===== config.mk =====
export PLATFORM = sky130hd
export DESIGN_NAME = sadc_ctrl
export DESIGN_NICKNAME = d
export VERILOG_FILES = /design/src/rtl/sadc_pkg.sv /design/src/rtl/sadc_ctrl.sv
export SDC_FILE = /design/constraint.sdc
export NUM_CORES = 1
export LEC_CHECK = 0
export ABC_AREA = 1
export BUFFER_PORTS_ARGS = -buffer_cell sky130_fd_sc_hd__buf_2
export CORE_MARGIN = 2
export CORE_UTILIZATION = 52
export DETAILED_ROUTE_END_ITERATION = 12
export GPL_TIMING_DRIVEN = 0
export PLACE_DENSITY = 0.7
export SLEW_MARGIN = 20
export SYNTH_ARGS = -nofsm -noshare
export SYNTH_HDL_FRONTEND = slang
export SYNTH_SLANG_ARGS = --single-unit

===== constraint.sdc =====
create_clock -name clk_i -period 3.9 [get_ports clk_i]
set_clock_uncertainty 0.15 [all_clocks]
set_input_delay 0.78 -clock clk_i [delete_from_list [all_inputs] [get_ports clk_i]]
set_output_delay 0.78 -clock clk_i [all_outputs]
set_load 0.01 [all_outputs]

===== src/rtl/sadc_pkg.sv =====
/*
 * constants, register map and carrier types of the sar converter controller.
 * assumes a classic wishbone master and a sar core that answers done with data.
 */
// Function
// - software, pin or pwm starts a conversion
// - four adc clocks per sample, adc clock capped
// - fifo mode buffers sixteen results
// - optional result view shifted left four bits
// - shunt mode converts a channel pair
// - pwm sequence mode converts one fixed channel
// - clearing start bit aborts to idle
// - eleven channels: eight pins, bandgap, temp, supply
// - adc clock is pclk over prescale plus one
// - result goes to data register or fifo
// - done flag set, interrupt when enabled
// - start bit reads one until conversion ends
// - single mode takes lowest enabled channel
// - hw enable and source 00 select pin
// - edge select picks rising or falling pin edge
// - pin deglitched, pulses under four clocks ignored
// - hw enable and source 11 select pwm
// - eight-bit delay after pwm trigger
// - two monitors, each watching one channel
// - match counter advances on threshold condition
// - compare runs on each monitored result
// - mismatch zeroes counter; count reached sets flag
// - dma request at eight fifo entries
package sadc_pkg;
    localparam int CLK_MHZ = 125;
    localparam int ADC_CLK_MAX_MHZ = 32;
    localparam int ADC_MIN_DIV = (CLK_MHZ + ADC_CLK_MAX_MHZ - 1) / ADC_CLK_MAX_MHZ;
    localparam int SAMPLE_TICKS = 4;
    localparam int DEGLITCH_CYC = 4;
    localparam int FIFO_DEPTH = 16;
    localparam int DMA_LEVEL = 8;
    localparam int NUM_CH = 11;
    // byte offsets of the register words
    localparam logic [7:0] OFS_DATA = 8'h00;
    localparam logic [7:0] OFS_CTL = 8'h20;
    localparam logic [7:0] OFS_CHEN = 8'h24;
    localparam logic [7:0] OFS_CMP0 = 8'h28;
    localparam logic [7:0] OFS_CMP1 = 8'h2C;
    localparam logic [7:0] OFS_STAT = 8'h30;
    localparam logic [7:0] OFS_DLY = 8'h44;
    localparam logic [7:0] OFS_SEQ = 8'h4C;
    localparam logic [7:0] OFS_SEQ1 = 8'h50;
    localparam logic [7:0] OFS_SEQ2 = 8'h54;
    localparam logic [7:0] OFS_CTL2 = 8'h58;
    localparam logic [7:0] OFS_LS = 8'h5C;
    localparam logic [7:0] OFS_FCTL = 8'h68;
    localparam logic [7:0] OFS_POP = 8'h70;
    // field positions
    localparam int CTL_IE = 1;
    localparam int CTL_SRC = 4;
    localparam int CTL_EDGE = 6;
    localparam int CTL_HWEN = 8;
    localparam int CTL_START = 11;
    localparam int CMP_IE = 0;
    localparam int CMP_COND = 2;
    localparam int CMP_CH = 3;
    localparam int CMP_MCNT = 8;
    localparam int CMP_THR = 16;
    localparam int SEQ_EN = 0;
    localparam int SEQ_ONE = 1;
    localparam int SEQ_PAIR = 2;
    localparam int SEQ_CHF = 8;
    localparam int CTL2_DIV = 8;
    localparam int DAT_OVR = 16;
    localparam int DAT_VLD = 17;
    localparam int LS_VAL = 16;
    localparam int STAT_BUSY = 3;
    localparam int STAT_CNT = 8;
    localparam logic [1:0] SRC_PIN = 2'b00;
    localparam logic [1:0] SRC_PWM = 2'b11;
    localparam logic [31:0] RST_WORD = 32'h0000_0000;

    typedef struct packed {
        logic cyc;
        logic stb;
        logic we;
        logic [7:0] adr;
        logic [3:0] sel;
        logic [31:0] dat;
    } sadc_wb_req_t;

    typedef struct packed {
        logic sclk;
        logic sample;
        logic convert;
        logic [3:0] channel;
    } sadc_sar_req_t;

    typedef struct packed {
        logic ie;
        logic cond;
        logic [3:0] ch;
        logic [3:0] mcnt;
        logic [11:0] thr;
    } sadc_cmp_t;

    typedef enum logic [1:0] {
        ST_IDLE,
        ST_SAMPLE,
        ST_CONVERT
    } sadc_state_t;
endpackage


===== src/rtl/sadc_ctrl.sv =====
/*
 * sar converter controller: wishbone registers, start sources, mode
 * sequencing, result data register and fifo, two compare monitors.
 * assumes synchronous inputs and a sar core that pulses done with data.
 */
`timescale 1ns/1ps
`default_nettype none
module sadc_ctrl #(
    parameter int DEPTH = sadc_pkg::FIFO_DEPTH
) (
    input wire logic clk_i,
    input wire logic rst_i,
    input wire logic ce_i,
    input wire sadc_pkg::sadc_wb_req_t wb_req_i,
    output logic wb_ack_o,
    output logic [31:0] wb_dat_o,
    input wire logic external_start_pin_i,
    input wire logic pwm_trig_i,
    input wire logic sar_done_i,
    input wire logic [11:0] sar_result_i,
    output sadc_pkg::sadc_sar_req_t sar_o,
    output logic irq_o,
    output logic dma_req_o
);
    import sadc_pkg::*;
    localparam int AW = $clog2(DEPTH);

    typedef struct packed {
        logic ack;
        logic [31:0] rdat;
        logic start;
        logic irq_en;
        logic hw_en;
        logic [1:0] src;
        logic edge_rise;
        logic [NUM_CH-1:0] chen;
        sadc_cmp_t [1:0] cmp;
        logic [1:0][4:0] mrun;
        logic done_f;
        logic [1:0] cmp_f;
        logic [7:0] dly;
        logic seq_en;
        logic one_ch;
        logic [1:0] pair;
        logic [2:0] seq_ch;
        logic [2:0] div;
        logic fifo_en;
        logic dma_en;
        logic ls_en;
        logic [11:0] res;
        logic vld;
        logic ovr;
        logic [11:0] seq1;
        logic [11:0] seq2;
        logic [15:0] ls_val;
        logic [DEPTH-1:0][11:0] fifo;
        logic [AW-1:0] wp;
        logic [AW-1:0] rp;
        logic [AW:0] cnt;
        logic [2:0] pdiv;
        logic sclk;
        sadc_state_t st;
        logic [1:0] smp;
        logic second;
        logic [3:0] ch;
        logic [2:0] stab;
        logic filt;
        logic [7:0] dcnt;
        logic drun;
    } sadc_st_t;

    sadc_st_t s_q, s_d;

    // lowest enabled channel, or all ones when none is enabled
    function automatic logic [3:0] lowest(input logic [NUM_CH-1:0] en);
        lowest = 4'hF;
        for (int i = NUM_CH - 1; i >= 0; i--) begin
            if (en[i]) begin
                lowest = 4'(i);
            end
        end
    endfunction
    // byte-lane merge of a write onto the current word
    function automatic logic [31:0] merge(input logic [31:0] o, input logic [31:0] n, input logic [3:0] sel);
        for (int b = 0; b < 4; b++) begin
            o[b*8 +: 8] = sel[b] ? n[b*8 +: 8] : o[b*8 +: 8];
        end
        merge = o;
    endfunction
    // first and second channel of a shunt pair
    function automatic logic [3:0] pair_ch(input logic [1:0] p, input logic second);
        case (p)
            2'b00: pair_ch = second ? 4'h1 : 4'h0;
            2'b01: pair_ch = second ? 4'h2 : 4'h1;
            default: pair_ch = second ? 4'h2 : 4'h0;
        endcase
    endfunction
    logic acc, rd, wr, tick, pin_edge, go, res_take, busy;
    logic [2:0] eff_div;
    logic [31:0] rv, wv, clr;
    logic [3:0] first_ch;
    // register view, also the base that partial writes merge onto
    always_comb begin
        rv = RST_WORD;
        case (wb_req_i.adr)
            OFS_DATA: rv = {14'h0000, s_q.vld, s_q.ovr, 4'h0, s_q.res};
            OFS_CTL: begin
                rv[CTL_IE] = s_q.irq_en;
                rv[CTL_SRC +: 2] = s_q.src;
                rv[CTL_EDGE] = s_q.edge_rise;
                rv[CTL_HWEN] = s_q.hw_en;
                rv[CTL_START] = s_q.start;
            end
            OFS_CHEN: rv[NUM_CH-1:0] = s_q.chen;
            OFS_CMP0: rv = {4'h0, s_q.cmp[0].thr, 4'h0, s_q.cmp[0].mcnt, 1'b0, s_q.cmp[0].ch,
                            s_q.cmp[0].cond, 1'b0, s_q.cmp[0].ie};
            OFS_CMP1: rv = {4'h0, s_q.cmp[1].thr, 4'h0, s_q.cmp[1].mcnt, 1'b0, s_q.cmp[1].ch,
                            s_q.cmp[1].cond, 1'b0, s_q.cmp[1].ie};
            OFS_STAT: begin
                rv[2:0] = {s_q.cmp_f, s_q.done_f};
                rv[STAT_BUSY] = busy;
                rv[STAT_CNT +: AW+1] = s_q.cnt;
            end
            OFS_DLY: rv[7:0] = s_q.dly;
            OFS_SEQ: begin
                rv[SEQ_EN] = s_q.seq_en;
                rv[SEQ_ONE] = s_q.one_ch;
                rv[SEQ_PAIR +: 2] = s_q.pair;
                rv[SEQ_CHF +: 3] = s_q.seq_ch;
            end
            OFS_SEQ1: rv[11:0] = s_q.seq1;
            OFS_SEQ2: rv[11:0] = s_q.seq2;
            OFS_CTL2: rv[CTL2_DIV +: 3] = s_q.div;
            OFS_LS: rv = {s_q.ls_val, 15'h0000, s_q.ls_en};
            OFS_FCTL: rv[1:0] = {s_q.dma_en, s_q.fifo_en};
            OFS_POP: rv[11:0] = (s_q.cnt != '0) ? s_q.fifo[s_q.rp] : 12'h000;
            default: rv = RST_WORD;
        endcase
    end
    assign acc = wb_req_i.cyc && wb_req_i.stb && !s_q.ack;
    assign rd = acc && !wb_req_i.we;
    assign wr = acc && wb_req_i.we;
    assign wv = merge(rv, wb_req_i.dat, wb_req_i.sel);
    assign clr = merge(32'h0000_0000, wb_req_i.dat, wb_req_i.sel);
    assign busy = (s_q.st != ST_IDLE);
    // divisor is held at the least that keeps the adc clock at or under its cap
    assign eff_div = (s_q.div < 3'(ADC_MIN_DIV - 1)) ? 3'(ADC_MIN_DIV - 1) : s_q.div;
    assign tick = (s_q.pdiv == eff_div);
    assign first_ch = (s_q.seq_en && s_q.one_ch) ? {1'b0, s_q.seq_ch}
                    : s_q.seq_en ? pair_ch(s_q.pair, 1'b0) : lowest(s_q.chen);
    assign res_take = (s_q.st == ST_CONVERT) && sar_done_i;
    always_comb begin
        s_d = s_q;
        go = 1'b0;
        pin_edge = 1'b0;
        s_d.ack = acc;
        if (rd) begin
            s_d.rdat = rv;
        end
        // prescaler runs free, so the first adc period of a sample window can be a partial one
        s_d.pdiv = tick ? 3'h0 : s_q.pdiv + 3'h1;
        s_d.sclk = (s_d.pdiv > (eff_div >> 1));
        // pin deglitch: a new level must stand for four clocks before it counts
        if (external_start_pin_i == s_q.filt) begin
            s_d.stab = 3'h0;
        end else if (s_q.stab == 3'(DEGLITCH_CYC - 1)) begin
            s_d.stab = 3'h0;
            s_d.filt = external_start_pin_i;
            pin_edge = (external_start_pin_i == s_q.edge_rise);
        end else begin
            s_d.stab = s_q.stab + 3'h1;
        end
        // register writes
        if (wr) begin
            case (wb_req_i.adr)
                OFS_CTL: begin
                    s_d.irq_en = wv[CTL_IE];
                    s_d.src = wv[CTL_SRC +: 2];
                    s_d.edge_rise = wv[CTL_EDGE];
                    s_d.hw_en = wv[CTL_HWEN];
                    s_d.start = wv[CTL_START];
                    go = wv[CTL_START] && !busy;
                    if (!wv[CTL_START]) begin
                        s_d.st = ST_IDLE;
                        s_d.drun = 1'b0;
                    end
                end
                OFS_CHEN: s_d.chen = wv[NUM_CH-1:0];
                OFS_CMP0: s_d.cmp[0] = {wv[CMP_IE], wv[CMP_COND], wv[CMP_CH +: 4], wv[CMP_MCNT +: 4],
                                        wv[CMP_THR +: 12]};
                OFS_CMP1: s_d.cmp[1] = {wv[CMP_IE], wv[CMP_COND], wv[CMP_CH +: 4], wv[CMP_MCNT +: 4],
                                        wv[CMP_THR +: 12]};
                OFS_STAT: begin
                    s_d.done_f = s_q.done_f && !clr[0];
                    s_d.cmp_f = s_q.cmp_f & ~clr[2:1];
                end
                OFS_DLY: s_d.dly = wv[7:0];
                OFS_SEQ: begin
                    s_d.seq_en = wv[SEQ_EN];
                    s_d.one_ch = wv[SEQ_ONE];
                    s_d.pair = wv[SEQ_PAIR +: 2];
                    s_d.seq_ch = wv[SEQ_CHF +: 3];
                end
                OFS_CTL2: s_d.div = wv[CTL2_DIV +: 3];
                OFS_LS: s_d.ls_en = wv[0];
                OFS_FCTL: {s_d.dma_en, s_d.fifo_en} = wv[1:0];
                default: ;
            endcase
        end
        // read side effects: data read drops valid, pop read frees an entry
        if (rd && wb_req_i.adr == OFS_DATA) begin
            s_d.vld = 1'b0;
            s_d.ovr = 1'b0;
        end
        if (rd && wb_req_i.adr == OFS_POP && s_q.cnt != '0) begin
            s_d.rp = s_q.rp + 1'b1;
            s_d.cnt = s_d.cnt - 1'b1;
            if (s_q.ls_en) begin
                s_d.ls_val = {s_q.fifo[s_q.rp], 4'h0};
            end
        end
        // hardware starts, only taken while idle
        if (s_q.hw_en && !busy) begin
            if (s_q.src == SRC_PIN && pin_edge) begin
                go = 1'b1;
            end
            if (s_q.src == SRC_PWM && pwm_trig_i && !s_q.drun) begin
                if (s_q.dly == 8'h00) begin
                    go = 1'b1;
                end else begin
                    s_d.dcnt = s_q.dly;
                    s_d.drun = 1'b1;
                end
            end
            if (s_q.drun) begin
                s_d.dcnt = s_q.dcnt - 8'h01;
                if (s_q.dcnt == 8'h01) begin
                    s_d.drun = 1'b0;
                    go = 1'b1;
                end
            end
        end
        // conversion sequencer
        case (s_q.st)
            ST_IDLE: begin
                if (go && first_ch != 4'hF) begin
                    s_d.start = 1'b1;
                    s_d.ch = first_ch;
                    s_d.second = 1'b0;
                    s_d.smp = 2'h0;
                    s_d.st = ST_SAMPLE;
                end else if (go) begin
                    s_d.start = 1'b0; // nothing enabled: nothing to convert
                end
            end
            ST_SAMPLE: begin
                if (tick) begin
                    s_d.smp = s_q.smp + 2'h1;
                    if (s_q.smp == 2'(SAMPLE_TICKS - 1)) begin
                        s_d.st = ST_CONVERT;
                    end
                end
            end
            ST_CONVERT: begin
                if (sar_done_i) begin
                    if (s_q.seq_en && !s_q.one_ch && !s_q.second) begin
                        s_d.second = 1'b1;
                        s_d.ch = pair_ch(s_q.pair, 1'b1);
                        s_d.smp = 2'h0;
                        s_d.st = ST_SAMPLE;
                    end else begin
                        s_d.start = 1'b0;
                        s_d.done_f = 1'b1;
                        s_d.st = ST_IDLE;
                    end
                end
            end
            default: s_d.st = ST_IDLE;
        endcase
        // an abort written with a done wins for state; the done flag set above stays
        if (wr && wb_req_i.adr == OFS_CTL && !wv[CTL_START]) begin
            s_d.st = ST_IDLE;
            s_d.start = 1'b0;
        end
        // result storage, after the read effects so a new result wins
        if (res_take) begin
            if (s_q.seq_en && !s_q.one_ch) begin
                if (s_q.second) begin
                    s_d.seq2 = sar_result_i;
                end else begin
                    s_d.seq1 = sar_result_i;
                end
            end
            if (s_q.fifo_en) begin
                if (s_q.cnt != (AW+1)'(DEPTH)) begin
                    s_d.fifo[s_q.wp] = sar_result_i;
                    s_d.wp = s_q.wp + 1'b1;
                    s_d.cnt = s_d.cnt + 1'b1;
                end else begin
                    s_d.ovr = 1'b1; // full fifo drops the result
                end
            end else begin
                s_d.ovr = s_q.vld && s_d.vld;
                s_d.res = sar_result_i;
                s_d.vld = 1'b1;
                if (s_q.ls_en) begin
                    s_d.ls_val = {sar_result_i, 4'h0};
                end
            end
            // compare monitors
            for (int m = 0; m < 2; m++) begin
                if (s_q.cmp[m].ch == s_q.ch) begin
                    if ((sar_result_i >= s_q.cmp[m].thr) == s_q.cmp[m].cond) begin
                        if (s_q.mrun[m] != {1'b0, s_q.cmp[m].mcnt} + 5'h01) begin
                            s_d.mrun[m] = s_q.mrun[m] + 5'h01;
                        end
                        if (s_q.mrun[m] + 5'h01 >= {1'b0, s_q.cmp[m].mcnt} + 5'h01) begin
                            s_d.cmp_f[m] = 1'b1;
                        end
                    end else begin
                        s_d.mrun[m] = 5'h00;
                    end
                end
            end
        end
    end
    // all state in one register, frozen while clock enable is low
    always_ff @(posedge clk_i) begin
        if (rst_i) begin
            s_q <= '0;
        end else if (ce_i) begin
            s_q <= s_d;
        end
    end
    assign wb_ack_o = s_q.ack;
    assign wb_dat_o = s_q.rdat;
    assign sar_o = '{sclk: s_q.sclk, sample: s_q.st == ST_SAMPLE, convert: s_q.st == ST_CONVERT,
                     channel: s_q.ch};
    assign irq_o = (s_q.done_f && s_q.irq_en) || (s_q.cmp_f[0] && s_q.cmp[0].ie)
                   || (s_q.cmp_f[1] && s_q.cmp[1].ie);
    assign dma_req_o = s_q.fifo_en && s_q.dma_en && (s_q.cnt >= (AW+1)'(DMA_LEVEL));
endmodule
`default_nettype wire


Word-level counts from Yosys, hierarchy flattened
Index checks and enable logic that the tools add are counted.

storage, ports and cells
  flip-flop bits (word level) = 413
  output and inout bits = 42
  bits of input ports = 65

cells by class
  multiplexer cells = 121
  reduce and logical (&&, ||, !) cells = 68
  equal/unequal tests = 38
  magnitude comparators = 10
  bitwise logic cells = 5
  add/sub/neg operators = 12

operators by type and width
  kind                                                 number
  two-way mux 196 bit                                  2
  two-way mux 238 bit                                  1
  bitwise mux 192 bit                                  1
  one-hot mux 19 bit (4 select lines)                  1
  equality test 8 x 7 -> 1 bit, second input constant  8
  two-way mux 16 bit                                   4
  two-way mux 61 bit                                   1
  two-way mux 12 bit                                   5
  two-way mux 4 bit                                    15
  binary-select mux 12 bit (select 4 bit)              1
  demux 12 bit (select 4 bit)                          1
  two-way mux 24 bit                                   2
  two-way mux 9 bit                                    5
  two-way mux 22 bit                                   2
  equality test 8 x 6 -> 1 bit, second input constant  5
  two-way mux 5 bit                                    8
  one-hot mux 2 bit (10 select lines)                  2
  two-way mux 1 bit                                    36
  AND reduction 3 bit                                  11
  logical AND 1 bit                                    27
  one-hot mux 3 bit (9 select lines)                   1
  >= comparator 12 bit                                 2
  two-way mux 3 bit                                    8
  two-way mux 8 bit                                    3
  other kinds (51)                                     102

Logic depth before layout (Yosys ltp)
Gate-level depths: netlist of run 1.

  depth in word-level cells = 18
  gate-level depth with buffers = 19
  mapped depth without buffers = 19

Worst setup path after synthesis of run 1
OpenSTA, ideal clock, no wires.

  kind = input-to-reg
  start = in sar_result_i[0]
  end = reg s_q[309] (netlist name)
  stages = 13
  data arrival time = 2.633 ns
  setup slack = 1.032 ns
  library setup time = 0.086 ns
  cells stage by stage = clkinv_1 -> clkbuf_1 -> ha_1 -> inv_1 -> a21oi_1 -> o21ai_0 -> nand3_1 -> nand3_1 -> xor2_1 -> nand2_1 -> nand2_1 -> a21oi_1 -> a211oi_1

on the way
  word-level cells in the longest chain between the ends = 4
  elaborated cells between the ends (all ways) = 5
  those cells by class = order compare: 1; eq/ne: 2; mux: 1; reduce/logical: 1

RTL lines
  what                                     line              text
  start: declaration                       sadc_ctrl.sv:20   input wire logic [11:0] sar_result_i,
  >= comparator 12 bit *                   sadc_ctrl.sv:313  if ((sar_result_i >= s_q.cmp[m].thr) == s_q.cmp[m].cond) begin
  equality test 1 bit *                    sadc_ctrl.sv:313
  != test 2 x 1 -> 1 bit (no source line)  -
  AND reduction 4 bit (no source line)     -
  end signal: assignment                   sadc_ctrl.sv:330  s_q <= '0;
  end signal: assignment                   sadc_ctrl.sv:332  s_q <= s_d;
  end: declaration                         sadc_ctrl.sv:72   sadc_st_t s_q, s_d;

Mark *: on every way between the ends. The rest lies on a longest branch, timed or not.
A chain may end at the register's enable or synchronous reset.

Worst setup path in the final report of run 1
  start = in sar_result_i[0]
  end = reg s_q[312] (netlist name)

Same word-level chain as after synthesis.

==> results.txt, run 1 <==
The master cell of the clock root buffer is clkbuf_16. Synthesis handed over a netlist of 2721 instances. Relative to the synthesized area, the layout overhead comes to 13.4%. The logs give 0.237 for the tightest slew margin relative to the limit and 0.053 for the logic gate share of total power.

Counting the buffers created by CTS gives 45. Setup violations remaining at the end of the flow were counted as 0. The core region is 37700 um^2. Setup repair after global routing left no endpoint under its margin. The global placement routability congestion was 1.05.

For the initial antenna violation count, the log shows 1. Summed over all layers, the routed wires come to 79.7 mm. The worst endpoint data arrival time is 4.07 ns.

Startpoint of the most critical hold path: s_q[231]$_SDFFE_PP0P_. The run gives 2556 as the initial DRC count. The HPWL after detailed placement is 59.3 mm. Summed over all instances, the cell type with the most area after synthesis is dfxtp_1.

For the worst flop-to-flop path, the logic depth is 11. At the later pin of the worst-skew pair, clock insertion delay measures 0.59 ns. 0 antenna diodes ended up in the layout.

The worst setup path is of the input port to flop kind. The number of synthesized register bits was 410. In this run the critical register-to-register path is launched from s_q[20]$_SDFFE_PP0P_. The critical path required time is 4.24 ns, and the die extent in x is 199 um. Yosys attributes the largest share of cell area to dfxtp_1 41%, o21ai_0 12%, a21oi_1 11%.

For the finished layout, the period the worst path requires is 3.74 ns. For the remaining number of nets flagged by the antenna check after routing, the log shows 0. The net count of the finished layout is 2986.

The tools report the pin count of the biggest net entering global routing as 15. The finished cells cover 22500 um^2. The path with the worst hold slack has its endpoint at s_q[231]$_SDFFE_PP0P_. Switching fraction of total power: 0.244. The startpoint class of the critical path was an input port. For the initial core utilization, the log shows 0.527.

The number of failing hold endpoints at the final stage is 0, and the global router's overall resource usage is 0.399. The tools report the share of power burned in the clock network as 0.490. In this run the core area contains 71 standard-cell rows. Once placement finished, the instance area stood at 21000 um^2. Number of input and output port buffers inserted: 94.

Summing every instance area after synthesis gives 19900 um^2. After detailed routing, the number of remaining DRC violations is 0. The tools report the detailed-router iteration count before antenna repair as 6. TritonCTS built the clock tree. The worst setup path is captured at a flop. The layout has 3616 filler cells. Counting along the longest clock path gives a buffer depth of 3. Biggest fanout along the worst timing path: 11.

The tools report the largest voltage drop on the vdd net as 0.323 mV. The type of the tightest min-delay check is flop to flop. The ratio of final minimum period to clock period works out to 0.958. For the pin with the worst max-slew slack, the measured transition is 1.14 ns. The number of global-route vias before repair was 19900; the sequential group share of total power was 0.457. The via density per instance works out to 6.14. The logs give 7000 uW for the internal power and 107 for the count of pins on the block boundary.

The logs give 0 for the count of synthesis-stage warnings from yosys and 2 for the number of H-tree branching levels. Summed over all cells, the static leakage comes to 0.00938 uW. The total count of max-transition violations in the final report is 0.

Clock-pin slew was measured on the worst setup and hold paths at 0.06 ns. From bottom edge to top edge, the die measures 199 um. Fraction of final layout cells with drive strength greater than 1: 0.101. The flow ran to the end, and the final reports show no timing, DRC or antenna violations. The worst hold path passes through 2 cells. Dividing the synthesized area by the synthesized cell count gives 7.30 um^2.

The area share of the largest cell type after synthesis came out at 0.413. The tools report the highest achievable clock rate as 268 MHz. The number of different library cells used by synthesis comes to 53. After clock tree synthesis, the setup repair step added 0 buffers. The CTS sink count came out at 410. The floorplan step defined a die boundary enclosing 39800 um^2.

After detailed routing, the average wire length per cell comes to 23.4 um. The logs give 0.413 for the sequential area share after synthesis and 0 for the number of maximum-capacitance constraint violations. The register-to-register setup slack was 0.41 ns. The run gives 0.598 as the final standard cell utilization of the core.

The analysis attributes to net switching a power of 2260 uW. The total grt overflow is 0. Dividing total power by cell area gives a power density of 411 nW/um^2. The first global-routing pass estimated 118 mm of wire. For the total vias in the final route, the log shows 20900.
## timing repair
item	CTS	global route
setup endpoints to repair	1	0
gates resized for setup	1	0
hold buffers	0	0
## cell usage after synthesis (all sizes together)
cell and n:
a211oi 7, a21oi 441, a221oi 13, a22o 1
a22oi 7, a311oi 1, a31o 1, a31oi 6
a32oi 1, and2 2, buf 94, clkbuf 114
clkinv 14, conb 1, dfxtp 410, ha 57
inv 245, mux2 1, nand2 274, nand3 118
nand4 14, nor2 237, nor3 26, nor3b 1
nor4 11, nor4b 1, o2111ai 2, o211ai 58
o21a 1, o21ai 480, o21bai 3, o221ai 24
o22ai 17, o2bb2ai 1, o311a 1, o31ai 1
or2 8, xnor2 6, xor2 21
## cell usage in the layout, fill, tap and decap left out, types with 7 or more instances in the layout
master     count
clkbuf_8       7
o21ai_0      464
or2_2          7
clkinv_1      14
ha_1          57
buf_4         42
o221ai_1      24
o211ai_1      58
clkinv_2       7
nand4_1       14
clkbuf_1     121
a211oi_1       7
inv_1        237
nor3_1        23
nor4_1         9
a221oi_1      13
dfxtp_1      410
xor2_1        20
nor2_1       228
clkbuf_16     45
buf_1         11
buf_2        135
nand3_1      115
o21ai_1       15
o22ai_1       17
a22oi_1        7
inv_2          8
nand2_1      269
a21oi_1      441
## worst max path at each step
| stage | to | startpoint | slack, ns | cells after the start |
|---|---|---|---|---|
| 6_report | s_q[312]$_SDFFE_PP0P_ | sar_result_i[0] | 0.16 | 13 |
| 5_1_grt | s_q[312]$_SDFFE_PP0P_ | sar_result_i[0] | 0.07 | 14 |
| 4_1_cts | s_q[312]$_SDFFE_PP0P_ | sar_result_i[0] | 0.30 | 13 |
| 3_5_place_dp | s_q[312]$_SDFFE_PP0P_ | sar_result_i[0] | -0.59 | 14 |
| 3_3_place_gp | s_q[306]$_SDFFE_PP0P_ | sar_result_i[0] | -0.55 | 12 |
| 2_1_floorplan | s_q[309]$_SDFFE_PP0P_ | sar_result_i[0] | 1.03 | 13 |
## stage by stage
stage	worst slack, ns	instances	total power [uW]	TNS [ns]	hold WS [ns]
floorplan	1.03	2723	4570	0	0.267
global route	0.0663	3408	9450	0	0.308
finish	0.164	3408	9260	0	0.288
detailed placement	-0.593	3328	4790	-3.25	0.281
global placement	-0.552	3328	4780	-2.86	0.278
CTS	0.298	3408	9240	0	0.290
## critical path, cell delays in order
cell and delay (ns):
buf_2 0.15, clkinv_1 0.42, clkbuf_1 0.55, ha_1 0.47
nand2_1 0.05, nor2_1 0.10, nand3_1 0.09, nand3_1 0.22
xor2_2 0.51, nand2_1 0.19, nand2_1 0.25, a21oi_1 0.07
a211oi_1 0.21
## per-layer routing
| layer | routed length [um] | up-vias | share of wire | GRT usage |
|---|---|---|---|---|
| met5 | 0 | - | 0 | 0 |
| met4 | 6120 | 0 | 0.077 | 0.268 |
| met1 | 30500 | 9710 | 0.38 | 0.487 |
| met3 | 8430 | 332 | 0.11 | 0.0952 |
| met2 | 34700 | 1278 | 0.43 | 0.625 |
| li1 | - | 9595 | - | - |
## cells by family after synthesis
logic type	after synthesis	synth area share
DFF	410	0.413
other	1	0.000189
AOI/OAI and AO/OA	1066	0.288
adders and majority gates	57	0.0359
xor gates and xnor gates	27	0.0119
buffers and inverters	467	0.0988
muxes	1	0.000567
and+or+nand+nor	692	0.151
## layout make-up
cell class / instances / area, um^2 / area share
Clock inverter: 21 / 298 / 0.0132
Inverter: 259 / 972 / 0.0431
Multi-Input combinational cell: 1846 / 9710 / 0.431
Buffer: 208 / 990 / 0.0439
Timing Repair Buffer: 94 / 470 / 0.0209
Clock buffer: 59 / 1250 / 0.0554
Tap cell: 511 / 639 / 0.0284
Sequential cell: 410 / 8210 / 0.364
## power groups by stage
| stage | logic (uW) | registers (uW) | clock network, uW |
|---|---|---|---|
| floorplan | 254 | 4320 | 0 |
| global placement | 460 | 4320 | 0 |
| detailed placement | 468 | 4320 | 0 |
| CTS | 471 | 4230 | 4540 |
| global route | 519 | 4230 | 4700 |
| finish | 489 | 4230 | 4540 |
(Power assumes the default switching activity.)
==> run 2, diff against run 1 <==
- PLACE_DENSITY: 0.7 -> 0.66
==> results.txt, run 2 (synthesis gave the netlist of run 1 again) <==
The flow ran to the end, and the final reports show no timing, DRC or antenna violations. The count of placed standard cells including taps is 3328. The remaining routing DRC violations was 0. The first global-routing pass estimated 119 mm of wire. For this block, the via count after detailed routing is 20800. The routed length per placed instance is 23.8 um, and the internal power is 6940 uW. The switching fraction of total power is 0.241, and the height of the die is 199 um. Global-route met1 utilization: 0.506. Largest voltage drop on the vdd net: 0.382 mV. In the layout the commonest cells are 464 x o21ai_0, 441 x a21oi_1, 410 x dfxtp_1.

Clock latency on the worst-skew pair, taken at its later pin, is 0.61 ns. The fraction of final layout cells with drive strength greater than 1 is 0.0985. The number of failing hold endpoints at the final stage was 0; the sequential group share of total power was 0.463.

The setup-violating endpoint count in the final report is 0. The number of antenna cells inserted was 0. For this design the top-level I/O count stands at 107. The net count of the finished layout is 2986. For the share of power burned in the clock network, the log shows 0.483. TritonCTS created 45 clock buffers. The number of global-route vias before repair was 19200. The biggest fanout along the worst timing path is 11.

Launch instance of the worst register-to-register path: s_q[20]$_SDFFE_PP0P_. Detailed placement finished with a half-perimeter wire length of 61.1 mm. The startpoint class of the critical path was an input port. The smallest clock period supported by the final layout is computed as 3.70 ns.

The power density normalized to cell area was 407 nW/um^2. TritonCTS built the clock tree. The clock passes through at most 3 buffers. The total stage count of the critical path is 14, and the via density per instance is 6.11. Kind of cell adding the most delay to the critical path: buffers and inverters.

For the footprint of the multi-input gates, the log shows 9710 um^2. The filler cells instantiated in the layout total 3665. The clock net in this run drives a total of 410 sinks.

The number of input and output port buffers inserted is 94. The total count of max-transition violations in the final report came out at 0. The initial core utilization was 0.527. Once layout is complete, the cells apart from fillers number 3404. The met3 track demand over resource in global routing was 0.0807. Counting cells, the worst reg-to-reg path comes to 10. The total grt overflow came out at 0. The ratio of final minimum period to clock period was 0.948. For the met2 track demand over resource in global routing, the log shows 0.634. After global routing, the most crowded layer is met2. For the worst setup path, the data arrival time is 4.05 ns.

The most critical setup path has its endpoint at s_q[312]$_SDFFE_PP0P_. The run gives 14 as the pin count of the biggest net entering global routing. Die extent in x: 199 um.

Endpoint type of the worst setup path: a flop. The area added between synthesis and finish was 13.2%; the net switching power was 2200 uW. The number of buffer and inverter stages on the critical path came out at 4. Across the whole layout, storage elements account for 8210 um^2. Static timing analysis puts the maximum clock frequency at 271 MHz.

For the global router's overall resource usage, the log shows 0.405. The type of the tightest min-delay check is flop to flop. For the remaining number of nets flagged by the antenna check after routing, the log shows 0.

The floorplan has 71 rows. At the pin with the least slew margin, the transition time is 1.18 ns. Clock-pin slew was measured on the worst setup and hold paths at 0.06 ns.

The placed instances occupy a cell area of 21000 um^2. The type of the worst setup path was input port to flop. The run gives 0.216 as the tightest slew margin relative to the limit.

The register-to-register setup slack came out at 0.24 ns. The run gives 0 as the initial antenna violation count. At the worst endpoint, the required time is 4.25 ns. Master cell of the clock root buffer: clkbuf_16. The tools report the detailed-router iteration count before antenna repair as 7.

Setup repair after global routing left no endpoint under its margin. The finished cells cover 22500 um^2. The cell with the biggest individual delay on the critical path is clkbuf_1.

The initial DRC count was 2534. Summed over all layers, the routed wires come to 81.1 mm. The most critical setup path has its startpoint at sar_result_i[0]. The signal on the critical path passes through buf_2 -> clkinv_1 -> clkbuf_1 -> ha_1 -> inv_1 -> a21oi_1 -> o21ai_0 -> nand3_1 -> nand3_1 -> xor2_2 -> nand2_1 -> nand2_1 -> a21oi_1 -> a211oi_1. The logic gate share of total power is 0.054, and the largest incremental delay on the critical path is 0.56 ns. The congestion estimate from routability-driven global placement came to 1.02.

The die covers 39800 um^2. The number of buffers added for setup after CTS is 0. The logs give 2 for the number of H-tree branching levels and 0.00936 uW for the leakage component of the power.

The core area is 37700 um^2. The library cell used most frequently in the layout, excluding fill and tap cells, is o21ai_0. Max-cap violations in this run came to 0.
[run 2: cell types whose count changed in the layout (fill, tap and decap cells not counted), sizes merged]
cell / change
clkbuf: +7
clkinvlp: -2
clkinv: -7
bufinv: -2
[run 2: layout make-up]
class	count	area share
plain buffers	208	0.0441
clock inverters	10	0.00785
clock buffers	66	0.0585
flip-flops and latches	410	0.365
multi-input cells	1846	0.432
repair buffers	94	0.0209
well taps	511	0.0284
inverters	259	0.0432
[run 2: stage by stage]
| stage | setup TNS [ns] | hold WS (ns) | power (uW) | util | setup WS, ns |
|---|---|---|---|---|---|
| floorplan | 0 | 0.267 | 4570 | - | 1.03 |
| global placement | -3.27 | 0.277 | 4790 | 0.557 | -0.628 |
| detailed placement | -3.87 | 0.282 | 4800 | 0.557 | -0.706 |
| CTS | 0 | 0.291 | 9130 | 0.597 | 0.259 |
| global route | 0 | 0.317 | 9350 | 0.597 | 0.0264 |
| finish | 0 | 0.293 | 9140 | 0.597 | 0.204 |
[run 2: per-layer routing]
layer	vias to the layer above	wire, um
met2	1217	35400
met5	-	0
met1	9717	31800
met3	294	7780
met4	0	6160
li1	9586	-
[run 2: what timing repair did]
item / 4_1_cts / 5_1_grt
gates resized for setup: 1 / 0
hold buffers: 0 / 0
endpoints found under the setup margin: 5 / 0
[run 2: power by group through the flow]
stage          clock [uW]  combinational, uW  sequential [uW]
6_report             4420                490             4230
5_1_grt              4590                519             4230
4_1_cts              4420                474             4230
3_5_place_dp            0                472             4320
3_3_place_gp            0                466             4320
2_1_floorplan           0                254             4320
[run 2: how the worst min path moves through the flow]
stage	slack, ns	cells after the start	to	startpoint
finish	0.29	2	s_q[231]$_SDFFE_PP0P_	s_q[231]$_SDFFE_PP0P_
global route	0.32	2	s_q[12]$_SDFFE_PP0P_	s_q[12]$_SDFFE_PP0P_
CTS	0.29	2	s_q[231]$_SDFFE_PP0P_	s_q[231]$_SDFFE_PP0P_
detailed placement	0.28	2	s_q[231]$_SDFFE_PP0P_	s_q[231]$_SDFFE_PP0P_
global placement	0.28	2	s_q[231]$_SDFFE_PP0P_	s_q[231]$_SDFFE_PP0P_
floorplan	0.27	2	s_q[12]$_SDFFE_PP0P_	s_q[12]$_SDFFE_PP0P_
[run 2: worst min-delay path, cell delays in order, from the launching register on]
cell and delay [ns]:
dfxtp_1 0.30, inv_1 0.06, nor3_1 0.05
==> run 3, diff against run 2 <==
- CORE_UTILIZATION: 52 -> 35
- PLACE_DENSITY: 0.66 -> 0.47
- clock period: 3.9 -> 4.7 ns (I/O delays scaled with it)
==> results.txt, run 3 (synthesis gave the netlist of run 1 again) <==
The run finished with clean final reports. The endpoint identified for the worst register-to-register timing path is s_q[302]$_SDFFE_PP0P_. The routed length per placed instance works out to 24.0 um.

The final critical-path required period is 4.28 ns. 107 I/O pins were placed. The sequential group share of total power was 0.440. The cell area after layout is 23000 um^2, and the total vias in the final route is 20300.

The logs give 2 for the number of H-tree branching levels and 0 ns for the final-layout setup total negative slack. The number of input and output port buffers inserted was 94. In the layout the commonest cells are 464 x o21ai_0, 441 x a21oi_1, 410 x dfxtp_1. The global-route wire length before repair came out at 128 mm.

Counting both buffers and inverters, the worst setup path holds a total of 4. The initial antenna violation count came out at 4. The depth of the worst hold-timing path came out at 2. Relative to the synthesized area, the layout overhead comes to 15.8%. The floorplan step defined a die boundary enclosing 58700 um^2. The global router's overall resource usage came out at 0.292.

The total count of max-transition violations in the final report was 0. The logs give 6000 uW for the internal power and 0 for the setup-violating endpoint count in the final report. For the logic gate share of total power, the log shows 0.053. The switching fraction of total power came out at 0.248. The remaining number of nets flagged by the antenna check after routing was 0; the initial core utilization was 0.353.

The leading cell type in the layout, fill and taps excluded was o21ai_0. The clock drives 410 sinks. The remaining routing DRC violations is 0. For the tightest slew margin relative to the limit, the log shows 0.243. The height of the die is 242 um, and the area of placed instances is 21300 um^2.

Measured along the x axis, the die boundary spans 242 um. The tree is rooted in a clkbuf_16. The worst hold path begins at s_q[12]$_SDFFE_PP0P_.

For the number of global-route vias before repair, the log shows 19200. Derived from the worst setup path, the maximum achievable clock frequency is 234 MHz. The biggest fanout along the worst timing path is 11, and the critical path required time is 5.10 ns. The number of maximum-capacitance constraint violations is 0, and the total number of nets in the final design is 2990. The number of cells traversed by the worst register-to-register path was 11; the fraction of final layout cells with drive strength greater than 1 was 0.105. The total grt overflow was 0; the register-to-register setup slack was 1.13 ns. The global placement routability congestion came out at 0.995. The worst setup path is launched from an input port. Total of fill cells in the finished design: 5920. The first routing iteration left 2020 violations. The post-cts sizing count is 0, and the number of buffers added for setup after CTS is 0.

The largest individual stage delay along the critical path comes from the cell xor2_1. Once placement completed, the tool counted placed cells totaling 3573. Hold timing on the final database bottoms out at a slack of 0.292 ns. The wire-length estimate of the detail-placed layout is 66.5 mm. The path with the worst hold slack has its endpoint at s_q[12]$_SDFFE_PP0P_. The ratio of final minimum period to clock period works out to 0.911.

After detailed routing, the number of vias per cell comes to 5.55. STA classifies the critical path endpoint as a flop. VDD sags by at most 0.243 mV. The transition time at the pin with the least slew margin works out to 1.14 ns. After clock tree synthesis, the clock-pin slew on the worst setup and hold paths is 0.07 ns.

The number of standard cells in the layout, taps in and fillers out is 3666. The critical path goes through buf_2 -> clkinv_1 -> clkbuf_1 -> ha_1 -> inv_1 -> a21oi_1 -> o21ai_0 -> nand3_1 -> nand3_1 -> xor2_1 -> o211ai_1 -> a21oi_1. STA puts the critical path data arrival time at 4.68 ns.

The tightest min-delay check is of the flop to flop type. The launch instance of the worst register-to-register path was s_q[32]$_SDFFE_PP0P_. The worst setup path is of the input port to flop kind.

The logs give 0.62 ns for the later-pin clock latency in the skew report and 49 for the number of clock buffers inserted by TritonCTS. The tools report the largest buffer count on any clock path as 3. Kind of cell adding the most delay to the critical path: buffers and inverters. Entering global routing, the biggest net connects 14 pins.

Setup repair after global routing left no endpoint under its margin. The core area is 56300 um^2, and the count of hold-fix buffers inserted at cts is 0. For this design the static power due to leakage is 0.00947 uW. The run gives 0.507 as the share of power burned in the clock network. TritonCTS built the clock tree. In this run the core area contains 87 standard-cell rows. Net switching power: 1980 uW. The largest incremental delay on the critical path works out to 0.85 ns. The power density normalized to cell area came out at 347 nW/um^2.

The number of failing hold endpoints at the final stage was 0; the wire length after detailed routing was 88.1 mm. The detailed-router iteration count before antenna repair is 6.
==> run 3: how the worst max path moves through the flow <==
| stage | start | endpoint | cells past startpoint |
|---|---|---|---|
| 2_1_floorplan | sar_result_i[0] | s_q[309]$_SDFFE_PP0P_ | 13 |
| 3_5_place_dp | sar_result_i[0] | s_q[306]$_SDFFE_PP0P_ | 12 |
| 5_1_grt | sar_result_i[0] | s_q[309]$_SDFFE_PP0P_ | 14 |
| 4_1_cts | sar_result_i[0] | s_q[306]$_SDFFE_PP0P_ | 12 |
| 6_report | sar_result_i[0] | s_q[306]$_SDFFE_PP0P_ | 12 |
| 3_3_place_gp | sar_result_i[0] | s_q[306]$_SDFFE_PP0P_ | 12 |
==> run 3: worst register-to-register path: stages, from the launching register on <==
cell,delay [ns]
dfxtp_1,0.33
inv_2,0.13
clkbuf_1,0.57
clkbuf_1,0.56
o21ai_0,0.21
o221ai_1,0.43
nand3_1,0.25
nand2_1,0.20
nand2_1,0.14
nand3_1,0.11
o21ai_1,0.24
a21oi_1,0.21
==> run 3: routing by layer <==
layer	up-vias	GRT usage	routed length (um)
met5	-	0	8
met4	2	0.121	3640
li1	9604	-	-
met1	9721	0.386	38000
met3	165	0.0453	6380
met2	839	0.474	40100
==> run 3: power by group through the flow <==
stage                     clock, uW  sequential (uW)  combinational, uW
after floorplan                   0             3580                210
after global placement            0             3590                410
after detailed placement          0             3590                414
after CTS                      4090             3510                415
after global routing           4220             3510                450
final                          4040             3510                422
==> run 3: final cells by class <==
type	instances	area, um^2	area share
Timing Repair Buffer	94	470	0.0205
Clock inverter	24	283	0.0123
Antenna cell	2	5.00	0.000218
Clock buffer	67	1420	0.0619
Multi-Input combinational cell	1846	9700	0.422
Buffer	208	991	0.0431
Inverter	259	972	0.0423
Sequential cell	410	8210	0.357
Tap cell	756	946	0.0411
==> run 3: per-stage QoR <==
step	setup WS, ns	util	total power [uW]
after detailed placement	-0.141	0.378	4000
final	0.418	0.409	7980
after CTS	0.498	0.409	8010
after floorplan	1.67	-	3790
after global placement	-0.0898	0.378	4000
after global routing	0.193	0.409	8190
